[config.mk]
export PLATFORM = sky130hd
export DESIGN_NAME = mca_top
export DESIGN_NICKNAME = d
export VERILOG_FILES = /design/src/mca_pkg.sv /design/src/mca_sync.sv /design/src/mca_alert.sv /design/src/mca_top.sv
export SDC_FILE = /design/constraint.sdc
export NUM_CORES = 1
export LEC_CHECK = 0
export ABC_CLOCK_PERIOD_IN_PS = 2300
export BUFFER_PORTS_ARGS = -buffer_cell sky130_fd_sc_hd__buf_2
export CAP_MARGIN = 10
export CORE_MARGIN = 4
export CORE_UTILIZATION = 44
export DETAILED_ROUTE_END_ITERATION = 8
export PLACE_DENSITY_LB_ADDON = 0.08
export SYNTH_ARGS = -nofsm -noshare
export SYNTH_HDL_FRONTEND = slang
export SYNTH_SLANG_ARGS = --single-unit
[constraint.sdc]
create_clock -name mclk_i -period 2.3 [get_ports mclk_i]
set_input_delay 0.23 -clock mclk_i [delete_from_list [all_inputs] [get_ports mclk_i]]
set_output_delay 0.23 -clock mclk_i [all_outputs]
set_load 0.1 [all_outputs]
[src/mca_pkg.sv]
// Package: register map, field layout and types of the monitor config block
package mca_pkg;

   // Register indices; the byte address is four times the index
   localparam logic [7:0] MCA_IDX_CHAN_SELECT = 8'h55;
   localparam logic [7:0] MCA_IDX_CFG_TWO     = 8'h73;
   localparam logic [7:0] MCA_IDX_MASK_ONE    = 8'h74;
   localparam logic [7:0] MCA_IDX_MASK_TWO    = 8'h75;
   localparam logic [7:0] MCA_IDX_CFG_THREE   = 8'h78;
   localparam logic [7:0] MCA_IDX_CFG_FOUR    = 8'h7D;
   localparam logic [7:0] MCA_IDX_CFG_ONE     = 8'h40;
   localparam logic [7:0] MCA_IDX_STATUS_ONE  = 8'h41;
   localparam logic [7:0] MCA_IDX_STATUS_TWO  = 8'h42;

   // Reset values
   localparam logic [7:0] MCA_RST_BYTE        = 8'h00;

   // Field positions
   localparam int MCA_CFG1_LOCK_BIT     = 1;
   localparam int MCA_CFG3_ALERT_SEL    = 0;
   localparam int MCA_CFG4_ATTENUATOR_BYPASS_LO      = 4;
   localparam int MCA_CHSEL_LO          = 5;
   localparam int MCA_MASK1_GATE_BIT    = 7;
   localparam int MCA_NUM_TACH          = 3;
   localparam int MCA_NUM_ATTENUATOR_BYPASS          = 4;
   localparam int MCA_NUM_CH_ONE        = 7;
   localparam int MCA_NUM_CH_TWO        = 8;

   // Single-channel selector codes
   localparam logic [2:0] MCA_CH_LOW_SUPPLY  = 3'h0;
   localparam logic [2:0] MCA_CH_CORE        = 3'h1;
   localparam logic [2:0] MCA_CH_MAIN_SUPPLY = 3'h2;
   localparam logic [2:0] MCA_CH_FIVE_VOLT   = 3'h3;
   localparam logic [2:0] MCA_CH_TWELVE_VOLT = 3'h4;
   localparam logic [2:0] MCA_CH_REMOTE_ONE  = 3'h5;
   localparam logic [2:0] MCA_CH_LOCAL       = 3'h6;
   localparam logic [2:0] MCA_CH_REMOTE_TWO  = 3'h7;

   // Layout of the fan and conversion configuration register
   typedef struct packed {
      logic       reserved;
      logic       single_channel_convert;
      logic       attenuator_bypass;
      logic       averaging_disable;
      logic [2:0] four_wire_present;
      logic       fan_presence_detect_enable;
   } mca_cfg_two_t;

   // Settings handed to the converter
   typedef struct packed {
      logic       averaging_disable;
      logic [3:0] attenuator_bypass_bypass;
      logic       single_channel_convert;
      logic [2:0] channel;
   } mca_single_channel_convert_ctl_t;

   // Register index match on an Avalon byte address
   function automatic logic mca_hit(input logic [9:0] addr,
                                    input logic [7:0] idx);
      mca_hit = (addr[9:2] == idx);
   endfunction

endpackage

[src/mca_sync.sv]
// Two flip-flop synchroniser for pin inputs
`timescale 1ns/1ps
`default_nettype none
module mca_sync #(
   parameter int W = 1
) (
   input  wire logic         mclk_i,
   input  wire logic         rst_b_i,
   input  wire logic [W-1:0] async_i,
   output logic      [W-1:0] sync_o
);
   logic [W-1:0] meta_q;
   logic [W-1:0] sync_q;

   // First stage feeds only the second stage
   always_ff @(posedge mclk_i or negedge rst_b_i) begin
      if (!rst_b_i) begin
         meta_q <= '0;
         sync_q <= '0;
      end else begin
         meta_q <= async_i;
         sync_q <= meta_q;
      end
   end

   assign sync_o = sync_q;
endmodule
`default_nettype wire

[src/mca_alert.sv]
// Alert combiner: unmasked status of both status registers to one level
`timescale 1ns/1ps
`default_nettype none
module mca_alert
   import mca_pkg::*;
(
   input  wire logic       mclk_i,
   input  wire logic       rst_b_i,
   input  wire logic [7:0] status_one_i,
   input  wire logic [7:0] status_two_i,
   input  wire logic [7:0] mask_one_i,
   input  wire logic [7:0] mask_two_i,
   output logic            alert_o
);
   logic       alert_q;
   logic       one_hit;
   logic       two_unmasked;
   logic       two_any;
   logic       gate;

   // Channel masks block the alert only, never the status bits
   assign one_hit = |(status_one_i[MCA_NUM_CH_ONE-1:0]
                      & ~mask_one_i[MCA_NUM_CH_ONE-1:0]);
   assign two_unmasked = |(status_two_i & ~mask_two_i);
   assign two_any      = |status_two_i;
   assign gate         = mask_one_i[MCA_MASK1_GATE_BIT];

   // Gate low lets any second-register alert through despite its masks
   always_ff @(posedge mclk_i or negedge rst_b_i) begin
      if (!rst_b_i) begin
         alert_q <= 1'b0;
      end else begin
         alert_q <= one_hit | (gate ? two_unmasked : two_any);
      end
   end

   assign alert_o = alert_q;
endmodule
`default_nettype wire

[src/mca_top.sv]
// Monitor configuration, alert mask and status registers on Avalon-MM
//
// Notes on behaviour
// - Presence enable set makes bits 3:1 show four-wire fan presence.
// - Bits 1..3 are read-only presence flags for tach one..three.
// - Averaging disable bit stops measurement averaging for faster results.
// - Global bypass removes attenuators from four scaled measurement inputs.
// - Per-channel attenuator removal via config four bits 7:4.
// - Single-channel bit makes the converter stay on one input.
// - Selector bits 7:5 of 0x55 pick the single converted input.
// - Lock bit set makes config two ignore all further writes.
// - Mask bit 0 blocks alert from low supply or thermal timer.
// - Mask bits 1..3 block core, main supply and five volt alerts.
// - Mask bits 4..6 block remote one, local, remote two alerts.
// - Gate bit zero lets masked second-register alerts still assert.
// - Alert mask one resets to all zeros.
// - Shared pin carries alert only when alert select is one.
//
// Design decision made here: the Avalon-MM slave port.
`timescale 1ns/1ps
`default_nettype none
module mca_top
   import mca_pkg::*;
(
   input  wire logic                mclk_i,
   input  wire logic                rst_b_i,
   // Avalon-MM slave
   input  wire logic [9:0]          avs_address_i,
   input  wire logic                avs_read_i,
   input  wire logic                avs_write_i,
   input  wire logic [31:0]         avs_writedata_i,
   input  wire logic [3:0]          avs_byteenable_i,
   output logic      [31:0]         avs_readdata_o,
   output logic                     avs_waitrequest_o,
   // Fan presence sense pins, one per tach input
   // These are asynchronous and pass the synchroniser first
   input  wire logic [2:0]          four_wire_sense_i,
   // Out-of-limit events from the measurement logic, one-cycle pulses
   // Bit order of the first event word follows the mask one bit order
   input  wire logic [6:0]          ool_one_i,
   input  wire logic [7:0]          ool_two_i,
   // Converter handshake
   input  wire logic                single_channel_convert_done_i,
   output mca_single_channel_convert_ctl_t            single_channel_convert_ctl_o,
   // Second fan drive and the shared pin it competes for
   input  wire logic                fan_two_drive_i,
   output logic                     shared_pin_o,
   // Level interrupt, high while an unmasked status bit is set
   output logic                     irq_o
);

   // Register state
   mca_cfg_two_t  cfg_two_q;
   logic [7:0]    mask_one_q;
   logic [7:0]    mask_two_q;
   logic [7:0]    chan_sel_q;
   logic [7:0]    cfg_three_q;
   logic [7:0]    cfg_four_q;
   logic          lock_q;
   logic [7:0]    status_one_q;
   logic [7:0]    status_two_q;
   logic [7:0]    status_one_d;
   logic [7:0]    status_two_d;

   // Bus state
   logic          waitreq_q;
   logic [31:0]   rdata_q;
   logic [31:0]   rdata_d;

   // Outputs held in flops
   mca_single_channel_convert_ctl_t single_channel_convert_ctl_q;
   logic [2:0]    seq_chan_q;
   logic          pin_q;
   logic          alert;

   // Synchronised presence sense; the flags lag the pins by two cycles,
   // so a read right after a fan change may still show the old state
   logic [2:0]    sense_sync;

   mca_sync #(
      .W (MCA_NUM_TACH)
   ) u_sense_sync (
      .mclk_i  (mclk_i),
      .rst_b_i (rst_b_i),
      .async_i (four_wire_sense_i),
      .sync_o  (sense_sync)
   );

   // Address decode, shared by read and write paths
   // Bits 1:0 of the byte address take no part in the decode
   wire hit_cfg_two   = mca_hit(avs_address_i, MCA_IDX_CFG_TWO);
   wire hit_mask_one  = mca_hit(avs_address_i, MCA_IDX_MASK_ONE);
   wire hit_mask_two  = mca_hit(avs_address_i, MCA_IDX_MASK_TWO);
   wire hit_chan_sel  = mca_hit(avs_address_i, MCA_IDX_CHAN_SELECT);
   wire hit_cfg_three = mca_hit(avs_address_i, MCA_IDX_CFG_THREE);
   wire hit_cfg_four  = mca_hit(avs_address_i, MCA_IDX_CFG_FOUR);
   wire hit_cfg_one   = mca_hit(avs_address_i, MCA_IDX_CFG_ONE);
   wire hit_stat_one  = mca_hit(avs_address_i, MCA_IDX_STATUS_ONE);
   wire hit_stat_two  = mca_hit(avs_address_i, MCA_IDX_STATUS_TWO);

   // A write lands only at the edge where waitrequest is seen low
   // Writes with the low byte lane disabled are dropped, since every
   // register sits in that lane alone
   wire        wr_fire = avs_write_i & ~waitreq_q & avs_byteenable_i[0];
   wire [7:0]  wbyte   = avs_writedata_i[7:0];

   // Config two writes are dropped once locked; detect bits never written
   wire wr_cfg_two = wr_fire & hit_cfg_two & ~lock_q;

   // Remaining registers take any write that reaches them
   wire wr_mask_one  = wr_fire & hit_mask_one;
   wire wr_mask_two  = wr_fire & hit_mask_two;
   wire wr_chan_sel  = wr_fire & hit_chan_sel;
   wire wr_cfg_three = wr_fire & hit_cfg_three;
   wire wr_cfg_four  = wr_fire & hit_cfg_four;
   wire wr_cfg_one   = wr_fire & hit_cfg_one;
   wire wr_stat_one  = wr_fire & hit_stat_one;
   wire wr_stat_two  = wr_fire & hit_stat_two;

   // Presence flags follow the pins only while detection is enabled
   // Reading zero when disabled avoids reporting a stale pin level
   wire [2:0] presence_view = cfg_two_q.fan_presence_detect_enable
                              ? sense_sync : 3'h0;

   // Read view of config two with live presence flags
   wire [7:0] cfg_two_view = {cfg_two_q.reserved,
                              cfg_two_q.single_channel_convert,
                              cfg_two_q.attenuator_bypass,
                              cfg_two_q.averaging_disable,
                              presence_view,
                              cfg_two_q.fan_presence_detect_enable};

   // Config one reads back only the lock bit
   wire [7:0] cfg_one_view = {6'h00, lock_q, 1'b0};

   // Read data mux; unmapped addresses read as zero
   // The upper byte lanes always read zero
   wire [7:0] rd_byte =
      hit_cfg_two   ? cfg_two_view :
      hit_mask_one  ? mask_one_q   :
      hit_mask_two  ? mask_two_q   :
      hit_chan_sel  ? chan_sel_q   :
      hit_cfg_three ? cfg_three_q  :
      hit_cfg_four  ? cfg_four_q   :
      hit_cfg_one   ? cfg_one_view :
      hit_stat_one  ? status_one_q :
      hit_stat_two  ? status_two_q : 8'h00;

   assign rdata_d = {24'h000000, rd_byte};

   // First cycle of an access: request seen while still waiting
   wire req_first = (avs_read_i | avs_write_i) & waitreq_q;

   // One wait cycle per access keeps decode and read mux off one path;
   // the price is two cycles per access even when requests follow closely
   always_ff @(posedge mclk_i or negedge rst_b_i) begin
      if (!rst_b_i) begin
         waitreq_q <= 1'b1;
      end else begin
         waitreq_q <= ~req_first;
      end
   end

   // Read data loaded in the wait cycle and held until the next access
   always_ff @(posedge mclk_i or negedge rst_b_i) begin
      if (!rst_b_i) begin
         rdata_q <= 32'h00000000;
      end else if (req_first) begin
         rdata_q <= rdata_d;
      end
   end

   // Config two: reserved bit stored so software read-modify-write keeps it
   // Presence flags are not stored; the read view builds them from the
   // synchronised pins
   always_ff @(posedge mclk_i or negedge rst_b_i) begin
      if (!rst_b_i) begin
         cfg_two_q <= mca_cfg_two_t'(MCA_RST_BYTE);
      end else if (wr_cfg_two) begin
         cfg_two_q.reserved                   <= wbyte[7];
         cfg_two_q.single_channel_convert     <= wbyte[6];
         cfg_two_q.attenuator_bypass          <= wbyte[5];
         cfg_two_q.averaging_disable          <= wbyte[4];
         cfg_two_q.four_wire_present          <= 3'h0;
         cfg_two_q.fan_presence_detect_enable <= wbyte[0];
      end
   end

   // Alert mask one, clear at power-on so every channel can alert
   always_ff @(posedge mclk_i or negedge rst_b_i) begin
      if (!rst_b_i) begin
         mask_one_q <= MCA_RST_BYTE;
      end else if (wr_mask_one) begin
         mask_one_q <= wbyte;
      end
   end

   // Alert mask two; consulted only while the gate bit of mask one is set
   always_ff @(posedge mclk_i or negedge rst_b_i) begin
      if (!rst_b_i) begin
         mask_two_q <= MCA_RST_BYTE;
      end else if (wr_mask_two) begin
         mask_two_q <= wbyte;
      end
   end

   // Channel selector; only bits 7:5 pick the input, the rest are kept
   // so that software reads back what it wrote
   always_ff @(posedge mclk_i or negedge rst_b_i) begin
      if (!rst_b_i) begin
         chan_sel_q <= MCA_RST_BYTE;
      end else if (wr_chan_sel) begin
         chan_sel_q <= wbyte;
      end
   end

   // Config three; bit 0 hands the shared pin to the alert
   always_ff @(posedge mclk_i or negedge rst_b_i) begin
      if (!rst_b_i) begin
         cfg_three_q <= MCA_RST_BYTE;
      end else if (wr_cfg_three) begin
         cfg_three_q <= wbyte;
      end
   end

   // Config four; bits 7:4 remove single attenuators
   always_ff @(posedge mclk_i or negedge rst_b_i) begin
      if (!rst_b_i) begin
         cfg_four_q <= MCA_RST_BYTE;
      end else if (wr_cfg_four) begin
         cfg_four_q <= wbyte;
      end
   end

   // Lock is set-only; only a reset releases it
   // Limitation: once set, config two stays frozen until the next reset,
   // so settings must be final before software locks them
   always_ff @(posedge mclk_i or negedge rst_b_i) begin
      if (!rst_b_i) begin
         lock_q <= 1'b0;
      end else if (wr_cfg_one & wbyte[MCA_CFG1_LOCK_BIT]) begin
         lock_q <= 1'b1;
      end
   end

   // Status flags: write one to clear, a new event in the same cycle wins
   // A winning set keeps an event from being lost to a late clear
   wire [7:0] clr_one = wr_stat_one ? wbyte : 8'h00;
   wire [7:0] clr_two = wr_stat_two ? wbyte : 8'h00;

   assign status_one_d = ((status_one_q & ~clr_one) | {1'b0, ool_one_i})
                         & 8'h7F;
   assign status_two_d = (status_two_q & ~clr_two) | ool_two_i;

   // Status one; bit 7 has no channel and always reads zero
   always_ff @(posedge mclk_i or negedge rst_b_i) begin
      if (!rst_b_i) begin
         status_one_q <= MCA_RST_BYTE;
      end else begin
         status_one_q <= status_one_d;
      end
   end

   // Status two; every bit is a sticky event flag
   always_ff @(posedge mclk_i or negedge rst_b_i) begin
      if (!rst_b_i) begin
         status_two_q <= MCA_RST_BYTE;
      end else begin
         status_two_q <= status_two_d;
      end
   end

   // Alert level from unmasked status
   // The combiner registers its output, so irq lags status by one cycle
   mca_alert u_alert (
      .mclk_i       (mclk_i),
      .rst_b_i      (rst_b_i),
      .status_one_i (status_one_q),
      .status_two_i (status_two_q),
      .mask_one_i   (mask_one_q),
      .mask_two_i   (mask_two_q),
      .alert_o      (alert)
   );

   // Converter channel: fixed in single mode, else steps on each result
   // The free-running step wraps from the last code back to the first,
   // so all eight inputs are visited in turn
   wire [2:0] sel_code = chan_sel_q[MCA_CHSEL_LO+2:MCA_CHSEL_LO];
   wire       single   = cfg_two_q.single_channel_convert;

   always_ff @(posedge mclk_i or negedge rst_b_i) begin
      if (!rst_b_i) begin
         seq_chan_q <= MCA_CH_LOW_SUPPLY;
      end else if (single) begin
         seq_chan_q <= sel_code;
      end else if (single_channel_convert_done_i) begin
         seq_chan_q <= seq_chan_q + 3'h1;
      end
   end

   // Attenuator removal per scaled input: global bit or the input's own
   logic [MCA_NUM_ATTENUATOR_BYPASS-1:0] attenuator_bypass_sel;

   for (genvar a = 0; a < MCA_NUM_ATTENUATOR_BYPASS; a++) begin : g_attenuator_bypass
      assign attenuator_bypass_sel[a] = cfg_two_q.attenuator_bypass
                           | cfg_four_q[MCA_CFG4_ATTENUATOR_BYPASS_LO+a];
   end

   // Converter settings registered so the outputs come from flops
   // Cost: one extra cycle between a register write and the converter
   always_ff @(posedge mclk_i or negedge rst_b_i) begin
      if (!rst_b_i) begin
         single_channel_convert_ctl_q <= '0;
      end else begin
         single_channel_convert_ctl_q.averaging_disable      <= cfg_two_q.averaging_disable;
         single_channel_convert_ctl_q.attenuator_bypass_bypass            <= attenuator_bypass_sel;
         single_channel_convert_ctl_q.single_channel_convert <= single;
         single_channel_convert_ctl_q.channel                <= seq_chan_q;
      end
   end

   // Shared pin: alert or second fan drive, one cycle behind either source
   // The pin idles low in reset, leaving both fan drive and alert off
   always_ff @(posedge mclk_i or negedge rst_b_i) begin
      if (!rst_b_i) begin
         pin_q <= 1'b0;
      end else begin
         pin_q <= cfg_three_q[MCA_CFG3_ALERT_SEL]
                  ? alert : fan_two_drive_i;
      end
   end

   // Top outputs, each straight from a flop
   assign avs_readdata_o    = rdata_q;
   assign avs_waitrequest_o = waitreq_q;
   assign single_channel_convert_ctl_o        = single_channel_convert_ctl_q;
   assign shared_pin_o      = pin_q;
   assign irq_o             = alert;

endmodule
`default_nettype wire

==> results of run 1 <==
## final cells by class
cell class                      instances  share of cell area
Tap cell                              133             0.03204
Sequential cell                        90              0.4339
Multi-Input combinational cell        281              0.3818
Inverter                               18             0.01301
Timing Repair Buffer                   86              0.1002
Clock inverter                          6             0.01253
Clock buffer                           10             0.02650
## metal layers
metal | up-vias | part of all wire | global-route usage
met2 | 97 | 0.46 | 0.3288
met5 | - | 0 | 0
met1 | 1628 | 0.47 | 0.2893
met4 | 0 | 0.019 | 0.06312
li1 | 1576 | - | -
met3 | 18 | 0.046 | 0.03908
## logic make-up (layout without fill, tap and decap cells)
group                    Yosys count  in the layout  share of synthesized area
AO/OA/AOI/OAI                     87             87                     0.1346
XOR/XNOR                           2              2                   0.003918
adder cells (fa/ha/maj)            1              1                   0.002798
buffers and inverters             58            120                    0.07190
flip-flops                        90             90                     0.5039
multiplexers                      47             47                     0.1248
other                              1             24                  0.0008386
AND/OR/NAND/NOR                  120            120                     0.1572
## layout by cell type (no fill, tap or decap), types with 5 or more instances in the layout
cell / netlist / final
o211ai_1: 5 / 5
dfrtp_1: 89 / 89
clkbuf_8: 0 / 10
o22a_1: 5 / 5
nand2b_1: 7 / 7
nand3_1: 8 / 8
nand4_1: 6 / 6
buf_2: 4 / 59
o22ai_1: 12 / 12
mux2_2: 38 / 38
o21ai_0: 17 / 17
buf_4: 24 / 22
nor2b_1: 8 / 8
conb_1: 1 / 24
and3_1: 5 / 5
a21oi_1: 6 / 6
inv_1: 17 / 17
mux2_4: 8 / 8
a21o_1: 15 / 15
nand2_1: 34 / 34
a22oi_1: 10 / 10
or2_2: 7 / 7
nand3b_1: 5 / 5
nor2_1: 11 / 11
## final timing paths
kind,from,to,cells after the start,slack [ps]
min reg2reg,u_sense_sync.meta_q[1]$_DFF_PN0_,u_sense_sync.sync_o[1]$_DFF_PN0_,0,370
max in group asynchronous,rst_b_i,chan_sel_q[0]$_DFFE_PN0P_,3,1290
min in group asynchronous,rst_b_i,seq_chan_q[2]$_DFFE_PN0P_,2,370
max reg2reg,avs_waitrequest_o$_DFF_PN1_,mask_one_q[5]$_DFFE_PN0P_,3,440
max,avs_waitrequest_o$_DFF_PN1_,mask_one_q[5]$_DFFE_PN0P_,3,440
min,ool_one_i[3],status_one_q[3]$_DFF_PN0_,2,40
## worst max-delay path: cells and delay by family (launching register included)
| family | cells | cell delay, ps |
|---|---|---|
| simple gates | 2 | 1020 |
| mux | 1 | 330 |
| flops | 1 | 380 |
## registers in the layout, summed over array words and instances (netlist names), 3 cells and up
name / cells
status_one_q: 7
seq_chan_q: 3
avs_readdata_o: 8
single_channel_convert_ctl_o: 9
cfg_four_q: 8
status_two_q: 8
chan_sel_q: 8
cfg_two_q: 4
u_sense_sync.sync_o: 3
mask_two_q: 8
mask_one_q: 8
u_sense_sync.meta_q: 3
cfg_three_q: 8
## through the flow
step	hold WS [ps]	total power [mW]	setup slack, ps	cells	utilization
after CTS	28.15	3.816	441.0	624	0.5289
after detailed placement	228.2	2.697	292.9	604	0.5042
after floorplan	-65.59	2.503	143.0	429	-
after global placement	228.7	2.683	327.5	604	0.5042
after global routing	16.82	3.952	357.4	624	0.5289
final	36.65	3.776	443.7	624	0.5289
## power groups by stage
stage / sequential [mW] / combinational, mW / clock, mW
after floorplan: 2.13 / 0.373 / 0
after global placement: 1.76 / 0.923 / 0
after detailed placement: 1.76 / 0.933 / 0
after CTS: 1.73 / 0.939 / 1.14
after global routing: 1.75 / 0.986 / 1.22
final: 1.73 / 0.933 / 1.11
==> flow_summary.toml, run 1 <==
[status]
outcome = "finished, final reports clean"

[clocking]
post-cts-setup-buffer-count = 0
cts_hold_buf = 4
clock_path_buffers = 2
ctsResizeCount = 0
clk_pin_slew_worst_paths_ps = 90
clock_latency_ps = 360
ctsHtreeMaxLevel = 3
cts.sinks = 90
cts_inserted_buffers = 9
ctsRootBufferMaster = "clkbuf_8"
tritoncts = "built"

[setup_path]
cp.arrival_ps = 2100
path_max_fanout = 8
endpoint_kind = "flip-flop"
path_cells = "nand3b_1, or4_4, mux2_4"
cp_data_required_time_ps = 2550
max_stage_delay_ps = 700
worstSetupStartpointType = "flip-flop"
path_class = "flip-flop to flip-flop"
crit_path_top_delay_cell = "or4_4"

[logic_synthesis]
synth.area.top_cells = "dfrtp_1 50%, mux2_2 9.6%, buf_4 4.0%"
synth-seq-cells = 90
syn_area_sq_mm = 0.004472
synth_largest_area_cell = "dfrtp_1"
synth_cell_type_count = 61
synth_commonest_cells = "89 x dfrtp_1, 38 x mux2_2, 34 x nand2_1, 24 x buf_4"
yosysMostFrequentCell = "dfrtp_1"
yosys_warnings = 0
synth_top_area_frac = 0.4980
synth_ff_type = "dfrtp_1"
synth_edf_count = 0
avgSynthCellArea_sq_um = 11.01
ys_seq_area_frac = 0.5039
synthCells = 406
ys_async_sr_fraction = 1.000

[finish]
drive_gt1_frac = 0.3259
fin_nets = 557
seq_area_sq_mm = 0.002253
num-fill-cells = 950
multi_input_area_sq_mm = 0.001983
diodes = 0
syn2layout_area_growth_pct = 16.14
final_area_sq_mm = 0.005194

[die]
start_util = 0.4554
die_h_um = 108.8
fp.dieArea_sq_mm = 0.01184
coreArea_sq_mm = 0.009819
fp.dieW_um = 108.8
ios = 114
num_rows = 36

[sta]
fmax_mhz = 538.7
hold_violations = 0
setup_violations = 0
skew_ps = 9.542
final.setup.tns_ps = 0
grt_setup_unrepaired = "no"
timing.final.crit_share = 0.8071
maxSlewViolCount = 0
period_needed_ps = 1856

[power_and_ir_drop]
p_seq_frac = 0.458
internal-power_mw = 2.384
ir_drop_mv = 0.5564
powerDensity_mw_per_mm2 = 727.1
p_leak_nw = 2.490
p_comb_frac = 0.247
power.switching_mw = 1.393
swShare = 0.3688
pwr-share-clk = 0.295

[place]
postPlaceCellArea_sq_mm = 0.004951
gp_congestion = 0.8892
hpwlAfterDp_mm = 8.578
portBuffers = 60

[route]
viasPerCell = 5.319
drtPass1Iterations = 4
drc = 0
antenna_left = 0
drt_iter0_markers = 224
wl_mm = 11.59
via_count = 3319
routedWlPerCell_um = 18.57

[global_route]
grt_pass1_vias = 3362
grt_pass1_wl_mm = 18.60
grt_start_max_net_pins = 55
grt_usage = 0.2073
antenna_found_initial = 0
overflow = 0

[run]
max-cap-violations = 0

[hold_path]
min_path_type = "primary input to flip-flop"
(Power assumes the default switching activity.)
==> run 2: changes to the inputs <==
--- a/config.mk
+++ b/config.mk
@@ -5,7 +5,8 @@
 export SDC_FILE = /design/constraint.sdc
 export NUM_CORES = 1
 export LEC_CHECK = 0
-export ABC_CLOCK_PERIOD_IN_PS = 2300
+export ABC_AREA = 1
+export ABC_CLOCK_PERIOD_IN_PS = 1900
 export BUFFER_PORTS_ARGS = -buffer_cell sky130_fd_sc_hd__buf_2
 export CAP_MARGIN = 10
 export CORE_MARGIN = 4
==> constraint.sdc (replaced) <==
create_clock -name mclk_i -period 1.9 [get_ports mclk_i]
set_input_delay 0.19 -clock mclk_i [delete_from_list [all_inputs] [get_ports mclk_i]]
set_output_delay 0.19 -clock mclk_i [all_outputs]
set_load 0.1 [all_outputs]
==> run 2 against run 1 <==
  * Worst setup slack lost 160 ps
  * Largest cell class unchanged
  * Global-route usage shrank 1.6 points
  * Sequential share of layout area grew 3.2 points
  * Hold slack lost 29 ps
  * Combinational power grew 6.4%
  * Routed wire length shrank 11%
  * Flip-flop and latch count is the same
  * Largest power group unchanged
  * Clock skew grew 5.7 ps
==> flow_summary.toml, run 2 <==
[setup_path]
endpoint_kind = "output port"
crit_path_top_delay_cell = "dfstp_2"
cp_data_required_time_ps = 1710
worstSetupStartpointType = "flip-flop"
path_buf_inv = 1
reg2reg_from = "avs_waitrequest_o$_DFF_PN1_"
reg2reg_to = "avs_readdata_o[6]$_DFFE_PN0P_"
path_class = "flip-flop to output port"
max_stage_delay_ps = 600
regToRegSetupSlack_ps = 390
rr_worst_depth = 5
path_cells = "buf_2"
path_max_fanout = 4
cp.arrival_ps = 1420
crit_family = "flip-flops"

[logic_synthesis]
synth_top_area_frac = 0.5288
avgSynthCellArea_sq_um = 8.923
synthCells = 472
synth_edf_count = 0
synth_commonest_cells = "92 x nand2_1, 89 x dfrtp_1, 48 x nor2_1, 44 x inv_1, 43 x o21ai_0"
yosys_warnings = 0
synth.area.top_cells = "dfrtp_1 53%, nand2_1 8.2%, o21ai_0 5.1%"
synth_largest_area_cell = "dfrtp_1"
ys_seq_area_frac = 0.5351
synth_cell_type_count = 35
ys_async_sr_fraction = 1.000
yosysMostFrequentCell = "nand2_1"
syn_area_sq_mm = 0.004212
synth_ff_type = "dfrtp_1"
synth-seq-cells = 90

[sta]
grt_setup_unrepaired = "no"
relSlewSlack = 0.6356
setup_ws_ps = 286.5
whs_ps = 7.314
setup_violations = 0
maxSlewViolCount = 0
skew_ps = 15.26
hold_violations = 0
timing.final.crit_share = 0.8492
fmax_mhz = 619.8
final.setup.tns_ps = 0
period_needed_ps = 1614
tightest_slew_ps = 543.6

[die]
num_rows = 35
fp.dieArea_sq_mm = 0.01120
coreArea_sq_mm = 0.009284
ios = 114
die_h_um = 105.8
start_util = 0.4536
fp.dieW_um = 105.8

[finish]
layout_common_cells = "92 x nand2_1, 89 x dfrtp_1, 59 x buf_2, 48 x nor2_1, 44 x inv_1"
stdcell_count = 680
final_common_cell = "nand2_1"
drive_gt1_frac = 0.2160
num-fill-cells = 909
largest_reg_flops = 9
syn2layout_area_growth_pct = 14.74
final_area_sq_mm = 0.004832
post-route-util = 0.5205
diodes = 0
multi_input_area_sq_mm = 0.001640
seq_area_sq_mm = 0.002253
fin_nets = 617

[route]
drc = 0
drtPass1Iterations = 4
via_count = 3375
drt_iter0_markers = 202
viasPerCell = 4.963
routedWlPerCell_um = 15.16
antenna_left = 0
wl_mm = 10.31

[place]
gp_congestion = 0.8530
pre_cts_ws_ps = 286.8
dp.cells = 659
hpwlAfterDp_mm = 7.538
portBuffers = 60
postPlaceCellArea_sq_mm = 0.004592

[hold_path]
holdPathStages = 2
hp-start = "ool_one_i[3]"
min_path_type = "primary input to flip-flop"
min_to = "status_one_q[3]$_DFF_PN0_"

[clocking]
clock_latency_ps = 370
ctsHtreeMaxLevel = 3
post-cts-setup-buffer-count = 0
clock_path_buffers = 2
ctsRootBufferMaster = "clkbuf_8"
tritoncts = "built"
cts_hold_buf = 5
ctsResizeCount = 0
cts_inserted_buffers = 9
clk_pin_slew_worst_paths_ps = 100
cts.sinks = 90

[power_and_ir_drop]
p_leak_nw = 2.478
ir_drop_mv = 0.5329
power_mw = 4.370
powerDensity_mw_per_mm2 = 904.3

[global_route]
grt_usage = 0.1917
grt_pass1_vias = 3276
grt_pass1_wl_mm = 16.46
antenna_found_initial = 0
overflow = 0
grt_start_max_net_pins = 59

[status]
outcome = "finished, final reports clean"

[run]
max-cap-violations = 0
-- run 2: cell types whose count changed in the layout (fill, tap and decap cells not counted), sizes merged, moves of 7 or more --
cell    change
a21o       -15
buf        -15
mux2       -45
nor2       +44
o21bai     +14
nand3      +32
nor2b       -8
inv        +29
a22oi       -9
nand2      +66
nand2b      -7
o21ai      +36
-- run 2: worst max-delay path by stage --
stage                                      startpoint                            end  slack, ps  cells after the start
after global placement               avs_address_i[3]      cfg_four_q[1]$_DFFE_PN0P_        320                      7
after CTS                 avs_waitrequest_o$_DFF_PN1_              avs_waitrequest_o        280                      1
after floorplan           avs_waitrequest_o$_DFF_PN1_  avs_readdata_o[7]$_DFFE_PN0P_         70                      6
after detailed placement             avs_address_i[3]      cfg_four_q[3]$_DFFE_PN0P_        290                      7
after global routing      avs_waitrequest_o$_DFF_PN1_      mask_one_q[5]$_DFFE_PN0P_        220                      3
final                     avs_waitrequest_o$_DFF_PN1_              avs_waitrequest_o        290                      1
-- run 2: worst reg2reg max path, stage by stage, from the launching register on --
cell and delay [ps]:
dfstp_2 600, o21ai_0 130, inv_1 330, o21ai_0 150, nor2_1 150, nor2_1 50
-- run 2: cells by family after synthesis --
family / count (synthesis) / share of synthesized area
AND/OR/NAND/NOR: 214 / 0.2362
flip-flops: 90 / 0.5351
AO/OA/AOI/OAI: 87 / 0.1242
buffers and inverters: 77 / 0.09596
adder cells (fa/ha/maj): 1 / 0.002970
other: 1 / 0.0008904
XOR/XNOR: 1 / 0.002080
multiplexers: 1 / 0.002674
-- run 2: area by class of cell --
cell class / count / area share
well taps: 129 / 0.03340
inverters: 45 / 0.03496
clock inverters: 6 / 0.01295
multi-input cells: 328 / 0.3395
flip-flops and latches: 90 / 0.4663
repair buffers: 72 / 0.08648
clock buffers: 10 / 0.02641
-- run 2: per-layer routing --
| metal | wire (um) | track usage | up-vias |
|---|---|---|---|
| met3 | 681 | 0.03246 | 18 |
| met2 | 4938 | 0.3183 | 114 |
| met5 | 0 | 0 | - |
| li1 | - | - | 1650 |
| met1 | 4438 | 0.2482 | 1593 |
| met4 | 248 | 0.08048 | 0 |
-- run 2: where the power goes --
| group | internal [mW] | switching, mW | leakage [nW] |
|---|---|---|---|
| clock network | 0.612 | 0.700 | 0.101 |
| registers | 2.01 | 0.0532 | 1.12 |
| logic | 0.158 | 0.834 | 1.25 |
| total | 2.78 | 1.59 | 2.48 |
